$ cat config.mk
export PLATFORM = sky130hd
export DESIGN_NAME = lar_host_flat
export DESIGN_NICKNAME = d
export VERILOG_FILES = /design/src/lar_pkg.sv /design/src/lar_if.sv /design/src/lar_host.sv /design/src/lar_fifo.sv /design/src/flat_wrapper.sv
export SDC_FILE = /design/constraint.sdc
export NUM_CORES = 1
export LEC_CHECK = 0
export BUFFER_PORTS_ARGS = -buffer_cell sky130_fd_sc_hd__buf_2
export CORE_ASPECT_RATIO = 0.9
export CORE_MARGIN = 10
export CORE_UTILIZATION = 45
export DETAILED_ROUTE_END_ITERATION = 16
export SETUP_SLACK_MARGIN = 0.05
export SLEW_MARGIN = 0
export SYNTH_ARGS = -nofsm -noshare
export SYNTH_HDL_FRONTEND = slang
export SYNTH_SLANG_ARGS = --single-unit
$ cat constraint.sdc
create_clock -name clk -period 3.2 [get_ports clk]
set_clock_uncertainty 0.1 [all_clocks]
set_input_delay 0.64 -clock clk [delete_from_list [all_inputs] [get_ports clk]]
set_output_delay 0.64 -clock clk [all_outputs]
set_load 0.02 [all_outputs]
$ cat src/lar_pkg.sv
package lar_pkg;
  // Array geometry and sample layout
  localparam int N_PIX_INT = 640;
  localparam int PTR_W = 10;
  localparam logic [PTR_W-1:0] N_PIX = PTR_W'(N_PIX_INT);
  localparam logic [PTR_W-1:0] N_PIX_P1 = PTR_W'(N_PIX_INT + 1);
  localparam logic [PTR_W-1:0] PTR_ONE = 10'h001;
  localparam logic [PTR_W-1:0] PTR_ZERO = 10'h000;
  localparam int DATA_W = 8;
  localparam int SAMP_W = PTR_W + DATA_W;
  localparam logic [DATA_W-1:0] PIX_SAT = 8'hFF;
  localparam int FIFO_DEPTH = 16;

  // System clock and array clock timing
  localparam int CLK_NS = 50;
  localparam int ACLK_NS = 400;
  localparam int ACLK_MIN_NS = 200;
  localparam int ACLK_CYC_INT = ACLK_NS / CLK_NS;
  localparam int DIV_W = 3;
  localparam logic [DIV_W-1:0] DIV_LAST = DIV_W'(ACLK_CYC_INT - 1);
  localparam logic [DIV_W-1:0] DIV_HALF = DIV_W'(ACLK_CYC_INT / 2);
  localparam logic [DIV_W-1:0] DIV_FALL = DIV_W'(ACLK_CYC_INT / 2 - 1);
  localparam logic [DIV_W-1:0] DIV_ZERO = 3'h0;
  localparam logic [DIV_W-1:0] DIV_ONE = 3'h1;

  // Integration interval limits, counted in system clocks
  localparam int CNT_W = 21;
  localparam int TINT_MAX_MS = 100;
  localparam int TINT_MAX_CYC_DEF = TINT_MAX_MS * 1000000 / CLK_NS;
  localparam logic [CNT_W-1:0] TINT_MIN_CYC = CNT_W'(N_PIX_INT * ACLK_CYC_INT);
  localparam logic [CNT_W-1:0] CNT_ONE = 21'h000001;
  localparam logic [CNT_W-1:0] CNT_ZERO = 21'h000000;

  // Pixel charge model inside the array
  localparam int TS_W = 24;
  localparam int PROD_W = DATA_W + TS_W;
  localparam int CHARGE_SHIFT = 14;
  localparam logic [TS_W-1:0] TS_ONE = 24'h000001;
endpackage

$ cat src/lar_if.sv
`timescale 1ns/1ps
interface lar_if;
  logic start_pin; // Start-integration pulse, host to array
  logic aclk_pin; // Array clock, host to array
  logic [lar_pkg::DATA_W-1:0] pix_data; // Pixel sample from the array
  logic pix_oe; // Array drives pix_data; low means high impedance

  modport dev (
    input start_pin,
    input aclk_pin,
    output pix_data,
    output pix_oe
  );

  modport host (
    output start_pin,
    output aclk_pin,
    input pix_data,
    input pix_oe
  );
endinterface

$ cat src/lar_host.sv
// Behaviour
// [RULE1] Start selects pixel one, holds, then clears
// [RULE2] Next period releases clear, advances pixel
// [RULE3] Output floats after edge n plus one
// [RULE4] New start allowed on edge n plus one
// [RULE5] Start spacing never exceeds 100 ms
// [RULE6] Integration time is read-to-read interval
// [RULE7] Start spacing at least n clock periods
// [RULE8] Clock rate constant during a scan; a full FIFO stretches the array clock period instead
// [RULE9] Power-up flush scan, data discarded
// [RULE10] Array clock parked low when idle
// [RULE11] Flag saturated pixels so interval shrinks
// [RULE12] Sample valid whole period, clock under 5 MHz
// [RULE13] Start drops before the next rising edge
// [RULE14] Array samples start on rising edge
// [RULE15] One sample per period, index k is pixel k
`timescale 1ns/1ps
module lar_host #(
  parameter int unsigned TINT_MAX_CYC = lar_pkg::TINT_MAX_CYC_DEF
) (
  input wire logic clk, // System clock, 20 MHz
  input wire logic resetn, // Async reset, active low
  lar_if.host link, // Pins toward the array
  input wire logic scan_en, // Keep scanning after the flush
  input wire logic [lar_pkg::CNT_W-1:0] int_time, // Wanted start spacing, system clocks
  output logic [lar_pkg::SAMP_W-1:0] samp_data, // Pixel index and sample
  output logic samp_valid, // samp_data holds a sample
  input wire logic samp_ready, // Consumer takes samp_data
  output logic sat_seen, // Sticky: a saturated sample was seen
  input wire logic sat_clr, // Clears sat_seen
  output logic flush_done // Power-up flush scan finished
);
  typedef enum logic [2:0] {
    H_IDLE = 3'b001,
    H_LAUNCH = 3'b010,
    H_RUN = 3'b100
  } lar_hstate_e;

  localparam logic [lar_pkg::CNT_W-1:0] TINT_TOP = lar_pkg::CNT_W'(TINT_MAX_CYC - lar_pkg::ACLK_CYC_INT);
  // Clocks from the relaunch decision to the edge that carries the new start
  localparam logic [lar_pkg::CNT_W-1:0] RELAUNCH_LEAD =
    lar_pkg::CNT_W'(lar_pkg::ACLK_CYC_INT - lar_pkg::DIV_HALF + lar_pkg::DIV_ONE);

  lar_hstate_e state_reg;
  logic [lar_pkg::DIV_W-1:0] div_reg;
  logic [lar_pkg::PTR_W-1:0] edge_reg;
  logic [lar_pkg::CNT_W-1:0] int_cnt_reg;
  logic aclk_reg, start_reg, flush_reg, flush_done_reg, sat_reg;
  logic [lar_pkg::DATA_W-1:0] pix_s1, pix_s2;
  logic oe_s1, oe_s2;
  logic [lar_pkg::CNT_W-1:0] target;
  logic push, fifo_ready, stall, wrap, fall, due, due_ahead, relaunch;
  logic [lar_pkg::SAMP_W-1:0] push_data;

  // Keep the spacing inside the documented window
  always_comb
  begin
    target = int_time;
    if (target < lar_pkg::TINT_MIN_CYC)
    begin
      target = lar_pkg::TINT_MIN_CYC; // [RULE7]
    end
    else if (target > TINT_TOP)
    begin
      target = TINT_TOP; // [RULE5]
    end
  end

  // Array output comes back through two flops
  always_ff @(posedge clk or negedge resetn)
  begin
    if (!resetn)
    begin
      pix_s1 <= '0;
      pix_s2 <= '0;
      oe_s1 <= 1'b0;
      oe_s2 <= 1'b0;
    end
    else
    begin
      pix_s1 <= link.pix_data;
      pix_s2 <= pix_s1;
      oe_s1 <= link.pix_oe;
      oe_s2 <= oe_s1;
    end
  end

  // Sample at the very end of each period, after the array has settled
  assign push = state_reg == H_RUN && div_reg == lar_pkg::DIV_LAST && !flush_reg
    && edge_reg != lar_pkg::N_PIX_P1 && oe_s2; // [RULE9] [RULE12] [RULE15]
  assign push_data = {lar_pkg::PTR_W'(edge_reg - lar_pkg::PTR_ONE), pix_s2}; // [RULE15]
  // A full FIFO delays the next edge; this costs integration evenness
  assign stall = push && !fifo_ready;
  assign wrap = state_reg != H_IDLE && div_reg == lar_pkg::DIV_LAST && !stall;
  assign fall = state_reg != H_IDLE && div_reg == lar_pkg::DIV_FALL;
  assign due = scan_en && flush_done_reg && int_cnt_reg >= target;
  // Judged against the spacing at the coming edge, else back-to-back scans never fit
  assign due_ahead = scan_en && flush_done_reg
    && lar_pkg::CNT_W'(int_cnt_reg + RELAUNCH_LEAD) >= target; // [RULE4] [RULE7]
  assign relaunch = state_reg == H_RUN && edge_reg == lar_pkg::N_PIX && div_reg == lar_pkg::DIV_HALF && due_ahead;

  always_ff @(posedge clk or negedge resetn)
  begin
    if (!resetn)
    begin
      state_reg <= H_IDLE;
      div_reg <= lar_pkg::DIV_HALF;
      edge_reg <= lar_pkg::PTR_ZERO;
    end
    else
    begin
      unique case (state_reg)
        H_IDLE:
        begin
          div_reg <= lar_pkg::DIV_HALF;
          if (flush_reg || due)
          begin
            state_reg <= H_LAUNCH; // [RULE9]
          end
        end
        H_LAUNCH:
        begin
          div_reg <= wrap ? lar_pkg::DIV_ZERO : lar_pkg::DIV_W'(div_reg + lar_pkg::DIV_ONE);
          if (wrap)
          begin
            state_reg <= H_RUN;
            edge_reg <= lar_pkg::PTR_ONE;
          end
        end
        H_RUN:
        begin
          if (!stall)
          begin
            div_reg <= wrap ? lar_pkg::DIV_ZERO : lar_pkg::DIV_W'(div_reg + lar_pkg::DIV_ONE); // [RULE8]
          end
          if (wrap)
          begin
            edge_reg <= start_reg ? lar_pkg::PTR_ONE : lar_pkg::PTR_W'(edge_reg + lar_pkg::PTR_ONE); // [RULE4]
          end
          if (fall && edge_reg == lar_pkg::N_PIX_P1)
          begin
            state_reg <= H_IDLE; // [RULE10]
          end
        end
      endcase
    end
  end

  // Array clock: rises on wrap, falls mid-period, low whenever idle
  always_ff @(posedge clk or negedge resetn)
  begin
    if (!resetn)
    begin
      aclk_reg <= 1'b0;
    end
    else if (wrap)
    begin
      aclk_reg <= 1'b1;
    end
    else if (fall)
    begin
      aclk_reg <= 1'b0; // [RULE10]
    end
  end

  // Start rises in a low phase and drops at the following fall
  always_ff @(posedge clk or negedge resetn)
  begin
    if (!resetn)
    begin
      start_reg <= 1'b0;
    end
    else if (state_reg == H_IDLE && (flush_reg || due))
    begin
      start_reg <= 1'b1;
    end
    else if (relaunch)
    begin
      start_reg <= 1'b1; // [RULE4]
    end
    else if (fall && aclk_reg)
    begin
      start_reg <= 1'b0; // [RULE13]
    end
  end

  // Spacing counter restarts on every edge that carries a start
  always_ff @(posedge clk or negedge resetn)
  begin
    if (!resetn)
    begin
      int_cnt_reg <= lar_pkg::CNT_ZERO;
    end
    else if (wrap && start_reg)
    begin
      int_cnt_reg <= lar_pkg::CNT_ZERO; // [RULE5] [RULE7]
    end
    else if (int_cnt_reg != TINT_TOP)
    begin
      int_cnt_reg <= lar_pkg::CNT_W'(int_cnt_reg + lar_pkg::CNT_ONE);
    end
  end

  // First scan after reset only clears stale charge
  always_ff @(posedge clk or negedge resetn)
  begin
    if (!resetn)
    begin
      flush_reg <= 1'b1;
      flush_done_reg <= 1'b0;
    end
    else if (flush_reg && state_reg == H_RUN && wrap && edge_reg == lar_pkg::N_PIX)
    begin
      flush_reg <= 1'b0; // [RULE9]
      flush_done_reg <= 1'b1;
    end
  end

  // Set wins over a clear in the same cycle
  always_ff @(posedge clk or negedge resetn)
  begin
    if (!resetn)
    begin
      sat_reg <= 1'b0;
    end
    else if (push && fifo_ready && pix_s2 == lar_pkg::PIX_SAT)
    begin
      sat_reg <= 1'b1; // [RULE11]
    end
    else if (sat_clr)
    begin
      sat_reg <= 1'b0;
    end
  end

  lar_fifo #(
    .W(lar_pkg::SAMP_W),
    .D(lar_pkg::FIFO_DEPTH)
  ) u_fifo (
    .clk(clk),
    .resetn(resetn),
    .in_valid(push),
    .in_ready(fifo_ready),
    .in_data(push_data),
    .out_valid(samp_valid),
    .out_ready(samp_ready),
    .out_data(samp_data)
  );

  assign link.aclk_pin = aclk_reg;
  assign link.start_pin = start_reg;
  assign sat_seen = sat_reg;
  assign flush_done = flush_done_reg;
endmodule

$ cat src/lar_fifo.sv
`timescale 1ns/1ps
module lar_fifo #(
  parameter int W = 8,
  parameter int D = 16
) (
  input wire logic clk, // System clock
  input wire logic resetn, // Async reset, active low
  input wire logic in_valid, // Write request
  output logic in_ready, // Room for a word
  input wire logic [W-1:0] in_data, // Write data
  output logic out_valid, // Head word valid
  input wire logic out_ready, // Consumer takes head
  output logic [W-1:0] out_data // Head word
);
  localparam int AW = $clog2(D);
  localparam int CW = $clog2(D + 1);
  localparam logic [CW-1:0] CNT_FULL = CW'(D);

  logic [W-1:0] mem [D];
  logic [AW-1:0] wr_ptr_reg;
  logic [AW-1:0] rd_ptr_reg;
  logic [CW-1:0] count_reg;
  logic out_valid_reg;
  logic [W-1:0] out_data_reg;
  logic push;
  logic load;

  assign in_ready = (count_reg != CNT_FULL);
  assign push = in_valid && in_ready;
  // Output stage refills as soon as it empties, so out_data is a flop
  assign load = (count_reg != '0) && (!out_valid_reg || out_ready);
  assign out_valid = out_valid_reg;
  assign out_data = out_data_reg;

  always_ff @(posedge clk)
  begin
    if (push)
    begin
      mem[wr_ptr_reg] <= in_data;
    end
  end

  always_ff @(posedge clk or negedge resetn)
  begin
    if (!resetn)
    begin
      wr_ptr_reg <= '0;
      rd_ptr_reg <= '0;
      count_reg <= '0;
    end
    else
    begin
      if (push)
      begin
        wr_ptr_reg <= AW'(wr_ptr_reg + 1'b1);
      end
      if (load)
      begin
        rd_ptr_reg <= AW'(rd_ptr_reg + 1'b1);
      end
      count_reg <= CW'(count_reg + CW'(push) - CW'(load));
    end
  end

  always_ff @(posedge clk or negedge resetn)
  begin
    if (!resetn)
    begin
      out_valid_reg <= 1'b0;
      out_data_reg <= '0;
    end
    else if (load)
    begin
      out_valid_reg <= 1'b1;
      out_data_reg <= mem[rd_ptr_reg];
    end
    else if (out_ready)
    begin
      out_valid_reg <= 1'b0;
    end
  end
endmodule

$ cat src/flat_wrapper.sv
// flat-port wrapper written by rule: the top's interface ports become plain ports
module lar_host_flat 
#(
  parameter int unsigned TINT_MAX_CYC = lar_pkg::TINT_MAX_CYC_DEF
)
  (clk, resetn, scan_en, int_time, samp_data, samp_valid, samp_ready, sat_seen, sat_clr, flush_done, link_start_pin, link_aclk_pin, link_pix_data, link_pix_oe);
  lar_if link_i ();
  input wire logic clk;
  input wire logic resetn;
  input wire logic scan_en;
  input wire logic [lar_pkg::CNT_W-1:0] int_time;
  output logic [lar_pkg::SAMP_W-1:0] samp_data;
  output logic samp_valid;
  input wire logic samp_ready;
  output logic sat_seen;
  input wire logic sat_clr;
  output logic flush_done;
  output wire logic [$bits(link_i.start_pin)-1:0] link_start_pin;
  output wire logic [$bits(link_i.aclk_pin)-1:0] link_aclk_pin;
  input wire logic [$bits(link_i.pix_data)-1:0] link_pix_data;
  input wire logic [$bits(link_i.pix_oe)-1:0] link_pix_oe;
  assign link_start_pin = link_i.start_pin;
  assign link_aclk_pin = link_i.aclk_pin;
  assign link_i.pix_data = link_pix_data;
  assign link_i.pix_oe = link_pix_oe;
  lar_host #(.TINT_MAX_CYC(TINT_MAX_CYC)) u_core (.clk(clk), .resetn(resetn), .link(link_i), .scan_en(scan_en), .int_time(int_time), .samp_data(samp_data), .samp_valid(samp_valid), .samp_ready(samp_ready), .sat_seen(sat_seen), .sat_clr(sat_clr), .flush_done(flush_done));
endmodule
### Yosys cells after proc, flatten, opt, wreduce, memory -nomap -nowiden

Memories as Yosys holds them, arrays and structs flattened. A register that Yosys moved wholly into a read port is not among the register bits.
Cells that the tools add are included.

| cells by class | value |
|---|---|
| add/sub/neg operators | 9 |
| magnitude comparators | 4 |
| equality and inequality tests | 18 |
| multiplexer cells | 26 |
| reductions and logical operators | 40 |

Operators by type and width:

| operator | number |
|---|---|
| 21-bit 2-to-1 mux | 4 |
| 21-bit >= comparator | 2 |
| 10-bit 2-to-1 mux | 3 |
| 1-bit logical AND | 24 |
| 21-bit by 1-bit adder with 21-bit output, second input constant | 1 |
| 21-bit by 3-bit adder with 21-bit output, second input constant | 1 |
| 21-bit greater-than comparator, second input constant | 1 |
| 21-bit by 13-bit < comparator with 1-bit output, second input constant | 1 |
| 21-bit inequality test, second input constant | 1 |
| 10-bit == test, second input constant | 2 |
| 10-bit case mux with 2 select lines | 1 |
| 3-bit case mux with 3 select lines | 2 |
| 3-bit 2-to-1 mux | 5 |
| 1-bit 2-to-1 mux | 11 |
| 10-bit by 1-bit adder with 10-bit output, second input constant | 1 |
| 10-bit inequality test, second input constant | 1 |
| 2-bit nonzero test | 5 |
| 10-bit by 1-bit subtractor with 10-bit output, second input constant | 1 |
| 3-bit == test, second input constant | 3 |
| 4-bit by 1-bit adder with 4-bit output, second input constant | 2 |
| 8-bit == test, second input constant | 1 |
| 3-bit by 2-bit == test with 1-bit output, second input constant | 2 |
| 2-bit by 1-bit inequality test with 1-bit output, second input constant | 3 |
| 3-bit AND reduction | 2 |
| 11 further kinds | 17 |

| storage, ports and cells | value |
|---|---|
| flip-flop bits (word level) | 74 |
| bits in writable memories | 288 |
| word-level logic and storage cells | 115 |
| memories | 1 |

Memories:

| name | depth | bits a word | read ports | clocked after memory_dff | write ports | RTL line | RTL |
|---|---|---|---|---|---|---|---|
| u_core.u_fifo.mem | 16 | 18 | 1 | 1 | 1 | lar_fifo.sv:19 | `logic [W-1:0] mem [D];` |

### Logic depth before layout (Yosys ltp)

| depth | value |
|---|---|
| depth after elaboration | 11 |
| mapped depth | 17 |

### Hierarchy

A second synthesis with hierarchy kept.

| unflattened totals | value |
|---|---|
| cells, all modules | 1047 |
| area, all modules | 16624.7 um^2 |

Modules (own cells, without submodules):

| module | instances | cells an instance | area each (um^2) | seq. area each (um^2) |
|---|---|---|---|---|
| lar_fifo | 1 | 574 | 12330.6 | 9449.1 |
| lar_host | 1 | 473 | 4294.1 | 1505.2 |

### Worst setup path after synthesis

Ideal clock, no wire load.

| timing path | value |
|---|---|
| path type | register to register |
| start point | register u_core.state_reg[1] |
| end point | memory u_core.u_fifo.mem[7][0] (netlist name), enable pin |
| arrival | 2.823 ns |
| path slack | -0.142 ns |
| cell stages (with the launch flop) | 7 |
| path buffers | 0 |
| period minus slack after synthesis | 3.342 ns |
| cells stage by stage | dfrtp_1 nor3b_1 and4b_1 nand2_1 nor2_2 nand2_1 nor3b_1 |

| on the way | value |
|---|---|
| cells in the longest elaborated chain, start to end | 8 |

RTL lines:

| element | RTL line | RTL |
|---|---|---|
| from (decl) | lar_host.sv:44 | `lar_hstate_e state_reg;` |
| from (signal assigned) | lar_host.sv:106 | `state_reg <= H_IDLE;` |
| from (signal assigned) | lar_host.sv:118 | `state_reg <= H_LAUNCH;` |
| from (signal assigned) | lar_host.sv:126 | `state_reg <= H_RUN;` |
| 3-bit == test | lar_host.sv:89 | `assign push = state_reg == H_RUN && div_reg == lar_pkg::DIV_LAST && !flush_reg` |
| 1-bit logical AND (2 in series) | lar_host.sv:89 |  |
| 1-bit logical AND (2 in series) | lar_host.sv:90 | `&& edge_reg != lar_pkg::N_PIX_P1 && oe_s2;` |
| 1-bit logical AND | lar_fifo.sv:29 | `assign push = in_valid && in_ready;` |
| 1-bit 2-to-1 mux | lar_fifo.sv:37 | `if (push)` |
| 1-bit 2-to-1 mux (implied by the code) | lar_fifo.sv:39 | `mem[wr_ptr_reg] <= in_data;` |
| to (decl) | lar_fifo.sv:19 |  |

Every way passes these cells.

### Final worst setup path

| timing path | value |
|---|---|
| start point | register u_core.int_cnt_reg[4] (netlist name) |
| end point | register u_core.start_reg (netlist: u_core.link.start_pin) |

| on the way | value |
|---|---|
| cells in the longest elaborated chain, start to end | 6 |
| elaborated cells between the ends (all ways) | 11 |

RTL lines:

| element | RTL line | RTL |
|---|---|---|
| from (decl) | lar_host.sv:47 | `logic [lar_pkg::CNT_W-1:0] int_cnt_reg;` |
| from (signal assigned) | lar_host.sv:192 | `int_cnt_reg <= lar_pkg::CNT_ZERO;` |
| from (signal assigned) | lar_host.sv:196 | `int_cnt_reg <= lar_pkg::CNT_ZERO;` |
| from (signal assigned) | lar_host.sv:200 | `int_cnt_reg <= lar_pkg::CNT_W'(int_cnt_reg + lar_pkg::CNT_ONE);` |
| 21-bit by 3-bit adder with 21-bit output | lar_host.sv:99 | `&& lar_pkg::CNT_W'(int_cnt_reg + RELAUNCH_LEAD) >= target;` |
| 21-bit >= comparator | lar_host.sv:99 |  |
| 1-bit logical AND | lar_host.sv:99 |  |
| 1-bit logical AND | lar_host.sv:100 | `assign relaunch = state_reg == H_RUN && edge_reg == lar_pkg::N_PIX && div_reg == lar_pkg::DIV_HALF && due_ahea ...` |
| 1-bit 2-to-1 mux | lar_host.sv:177 | `else if (relaunch)` |
| 1-bit 2-to-1 mux | lar_host.sv:173 | `else if (state_reg == H_IDLE && (flush_reg \|\| due))` |
| to (signal assigned) | lar_host.sv:171 | `start_reg <= 1'b0;` |
| to (signal assigned) | lar_host.sv:175 | `start_reg <= 1'b1;` |
| to (signal assigned) | lar_host.sv:179 | `start_reg <= 1'b1;` |
| to (decl) | lar_host.sv:48 | `logic aclk_reg, start_reg, flush_reg, flush_done_reg, sat_reg;` |

Parallel ways exist; a longest one is shown, timed or not.
A chain may end at the register's enable or synchronous reset.

==> impl_metrics.tcl <==
set metrics [dict create \
    status "finished, final reports clean" \
    dieWidth_um 222.1 \
    cts_made_buffers 40 \
    tritoncts "built" \
    synth_warnings 0 \
    yosysSeqAreaShare 0.6619 \
    period_share 0.9797 \
    r2r-end "u_core.link.start_pin" \
    finalNonFillerCells 1669 \
    synthAdderAreaFrac 0.04884 \
    crit_top_cell "nor2_4" \
    period_minus_slack_ps 3135 \
    wl_um 35910 \
    start_util 0.4565 \
    cp.arrival_ps 3440 \
    cts_root_buffer "clkbuf_16" \
    ir_worst_vdd_uv 771.2 \
    slew_headroom 0.2271 \
    die_h_um 201.9 \
    path_class "reg2reg" \
    drive_gt1_frac 0.3110 \
    wl_per_cell_um 21.51 \
    vias 9216 \
    cp_num_buf_inv 0 \
    cts_max_path_buffers 3 \
    avgSynthCellArea_um2 16.58 \
    synthFlopType "edfxtp_1" \
    reg2reg_from "u_core.int_cnt_reg[4]" \
    syn_area_um2 16550 \
    hold_start "link_pix_data[7]" \
    fmax_mhz 319.0 \
    cp_max_fo 2 \
    clk_latency_ps 530 \
    drt_iter0_drc 737 \
    core_area_um2 36250 \
    area_delta_synth_final_pct 18.59 \
    required_ps 3500 \
    start_kind "flop" \
    p_leak_nw 7.353 \
    grt_remaining_overflow 0 \
    r2r_cells 13 \
    power_per_cell_area_nw_per_um2 779.5 \
    io_pins 58 \
    maxCapViolCount 0 \
    hold_class "in2reg" \
    worstMarginPinSlew_ps 1151 \
    synth_top_family_by_area "multiplexers" \
    synth_mux_area_frac 0.1366 \
    nets 1260 \
    cts_sinks 380 \
    drt-pass1-iter-count 5 \
    cp_slowest_cell "or3_4" \
    place_area_um2 18160 \
    final_area_um2 19630 \
    crit_chain "nand4_1 -> or3_4 -> or2_4 -> nand2b_4 -> nor2_4 -> xor2_2 -> ha_1 -> a21o_1 -> a211o_1 -> nor2_4 -> o2111ai_4 -> a31oi_1 -> o31ai_1" \
    place_congestion 0.8593 \
    largest_reg_flops 288 \
    drtAntennaViolNets 0 \
    synth_xor_area_frac 0.03017 \
    dieArea_um2 44860 \
    cpLargestDelayFamily "simple AND/OR/NAND/NOR gates" \
    synth.distinct_cells 59 \
    yosys.area_share.simple 0.07039 \
    avgViaCountPerCell 5.522 \
    hold_violations 0 \
    syn_inst 998 \
    hold_end "u_core.pix_s1[7]" \
    layout_commonest_cell "edfxtp_1" \
    cts_max_level 2 \
    whs_ps 105.8 \
    dp_cells 1594 \
    antenna_cells_inserted 0 \
    rrSetupSlack_ps 60 \
    grt_antenna_before_repair 0 \
    final_core_util 0.5414 \
    grt_use_total 0.1597 \
    most-common-layout-cells "288 x edfxtp_1, 100 x buf_4, 90 x mux4_2" \
    rows 66 \
    syn_nets 1097 \
    dp_hpwl_um 23210 \
    portBuffers 57 \
    synth-async-reset-ratio 0.2421 \
    drc 0 \
    synth_edf_count 288 \
    finalMaxSlewViolations 0 \
    setup_violations 0 \
    synth_seq_cells 380 \
    crit_path_end_kind "flop" \
    holdPathStages 1 \
    rsz0062_at_grt "true" \
    totalPowerFinal_mw 15.30 \
    synth_compound_area_frac 0.03258 \
    clkTransAtPathRegs_ps 60 \
    slowest_delay_ps 410 \
    grt_pass1_vias 9301 \
    grt_pass1_wl_um 56010 \
    grt_max_degree 76 \
]
## repair_timing
item	4_1_cts	5_1_grt
endpoints found under the setup margin	1	4
hold buffers	1	0
endpoints found under the hold margin	12	0
resized for setup	2	23
pin swaps	1	12
setup buffers	0	0
## where the power goes
group | internal [mW] | switching [mW] | leakage, nW
Sequential | 6.10 | 0.249 | 3.73
Clock | 2.83 | 1.86 | 0.674
Combinational | 2.02 | 2.24 | 2.95
Total | 10.9 | 4.35 | 7.35
## Yosys cell counts (9+ instances only)
library cell / instances / share of area
inv_1: 32 / 0.0073
o21ai_1: 9 / 0.0027
mux2_2: 19 / 0.013
and3_1: 9 / 0.0034
ha_1: 63 / 0.048
dfrtp_1: 89 / 0.13
xor2_1: 24 / 0.013
xnor2_1: 33 / 0.017
mux4_2: 90 / 0.12
clkbuf_1: 26 / 0.0059
o21ai_0: 24 / 0.0073
edfxtp_1: 288 / 0.52
a21oi_1: 21 / 0.0064
nand4_1: 15 / 0.0057
and2_1: 11 / 0.0042
nand3_1: 18 / 0.0054
nor3_1: 13 / 0.0039
nand2b_1: 9 / 0.0034
nand2_1: 47 / 0.011
nor2_1: 57 / 0.013
## through the flow
step | setup WS (ps) | setup TNS, ps
floorplan | -142.3 | -7684
global placement | -312.1 | -875.0
detailed placement | -419.3 | -1174
CTS | 77.03 | 0
global route | -107.7 | -107.7
finish | 64.98 | 0
## cells by family after synthesis
| group | after synthesis |
|---|---|
| buf+inv | 75 |
| mux | 111 |
| fa+ha+maj | 64 |
| simple gates | 222 |
| flops | 380 |
| xor+xnor | 57 |
| compound gates | 89 |
## how the worst max path moves through the flow
| stage | from | to | slack, ps | cells past startpoint |
|---|---|---|---|---|
| 3_5_place_dp | int_time[0] | u_core.link.start_pin | -420 | 15 |
| 5_1_grt | u_core.int_cnt_reg[4] | u_core.link.start_pin | -110 | 13 |
| 4_1_cts | u_core.int_cnt_reg[4] | u_core.link.start_pin | 80 | 13 |
| 6_report | u_core.int_cnt_reg[4] | u_core.link.start_pin | 60 | 13 |
| 2_1_floorplan | u_core.state_reg[1] | u_core.u_fifo.mem[4][0] | -140 | 6 |
| 3_3_place_gp | int_time[0] | u_core.link.start_pin | -310 | 15 |
## cell type report
cell class                      instances  area, µm²
Clock inverter                         22      227.7
Clock buffer                           52       1129
Fill cell                            2869      16630
Multi-Input combinational cell        543       5429
Timing Repair Buffer                  163       1161
Inverter                               33      123.9
Tap cell                              476      595.6
Sequential cell                       380      10960
## per-layer routing
layer | vias to the layer above | share of wire | track usage
met5 | - | 0 | 0
met2 | 226 | 0.46 | 0.2458
met4 | 0 | 0.015 | 0.03690
met3 | 45 | 0.056 | 0.02395
met1 | 4748 | 0.46 | 0.2349
li1 | 4197 | - | -
Note: power is estimated with default switching activity, not from simulation.
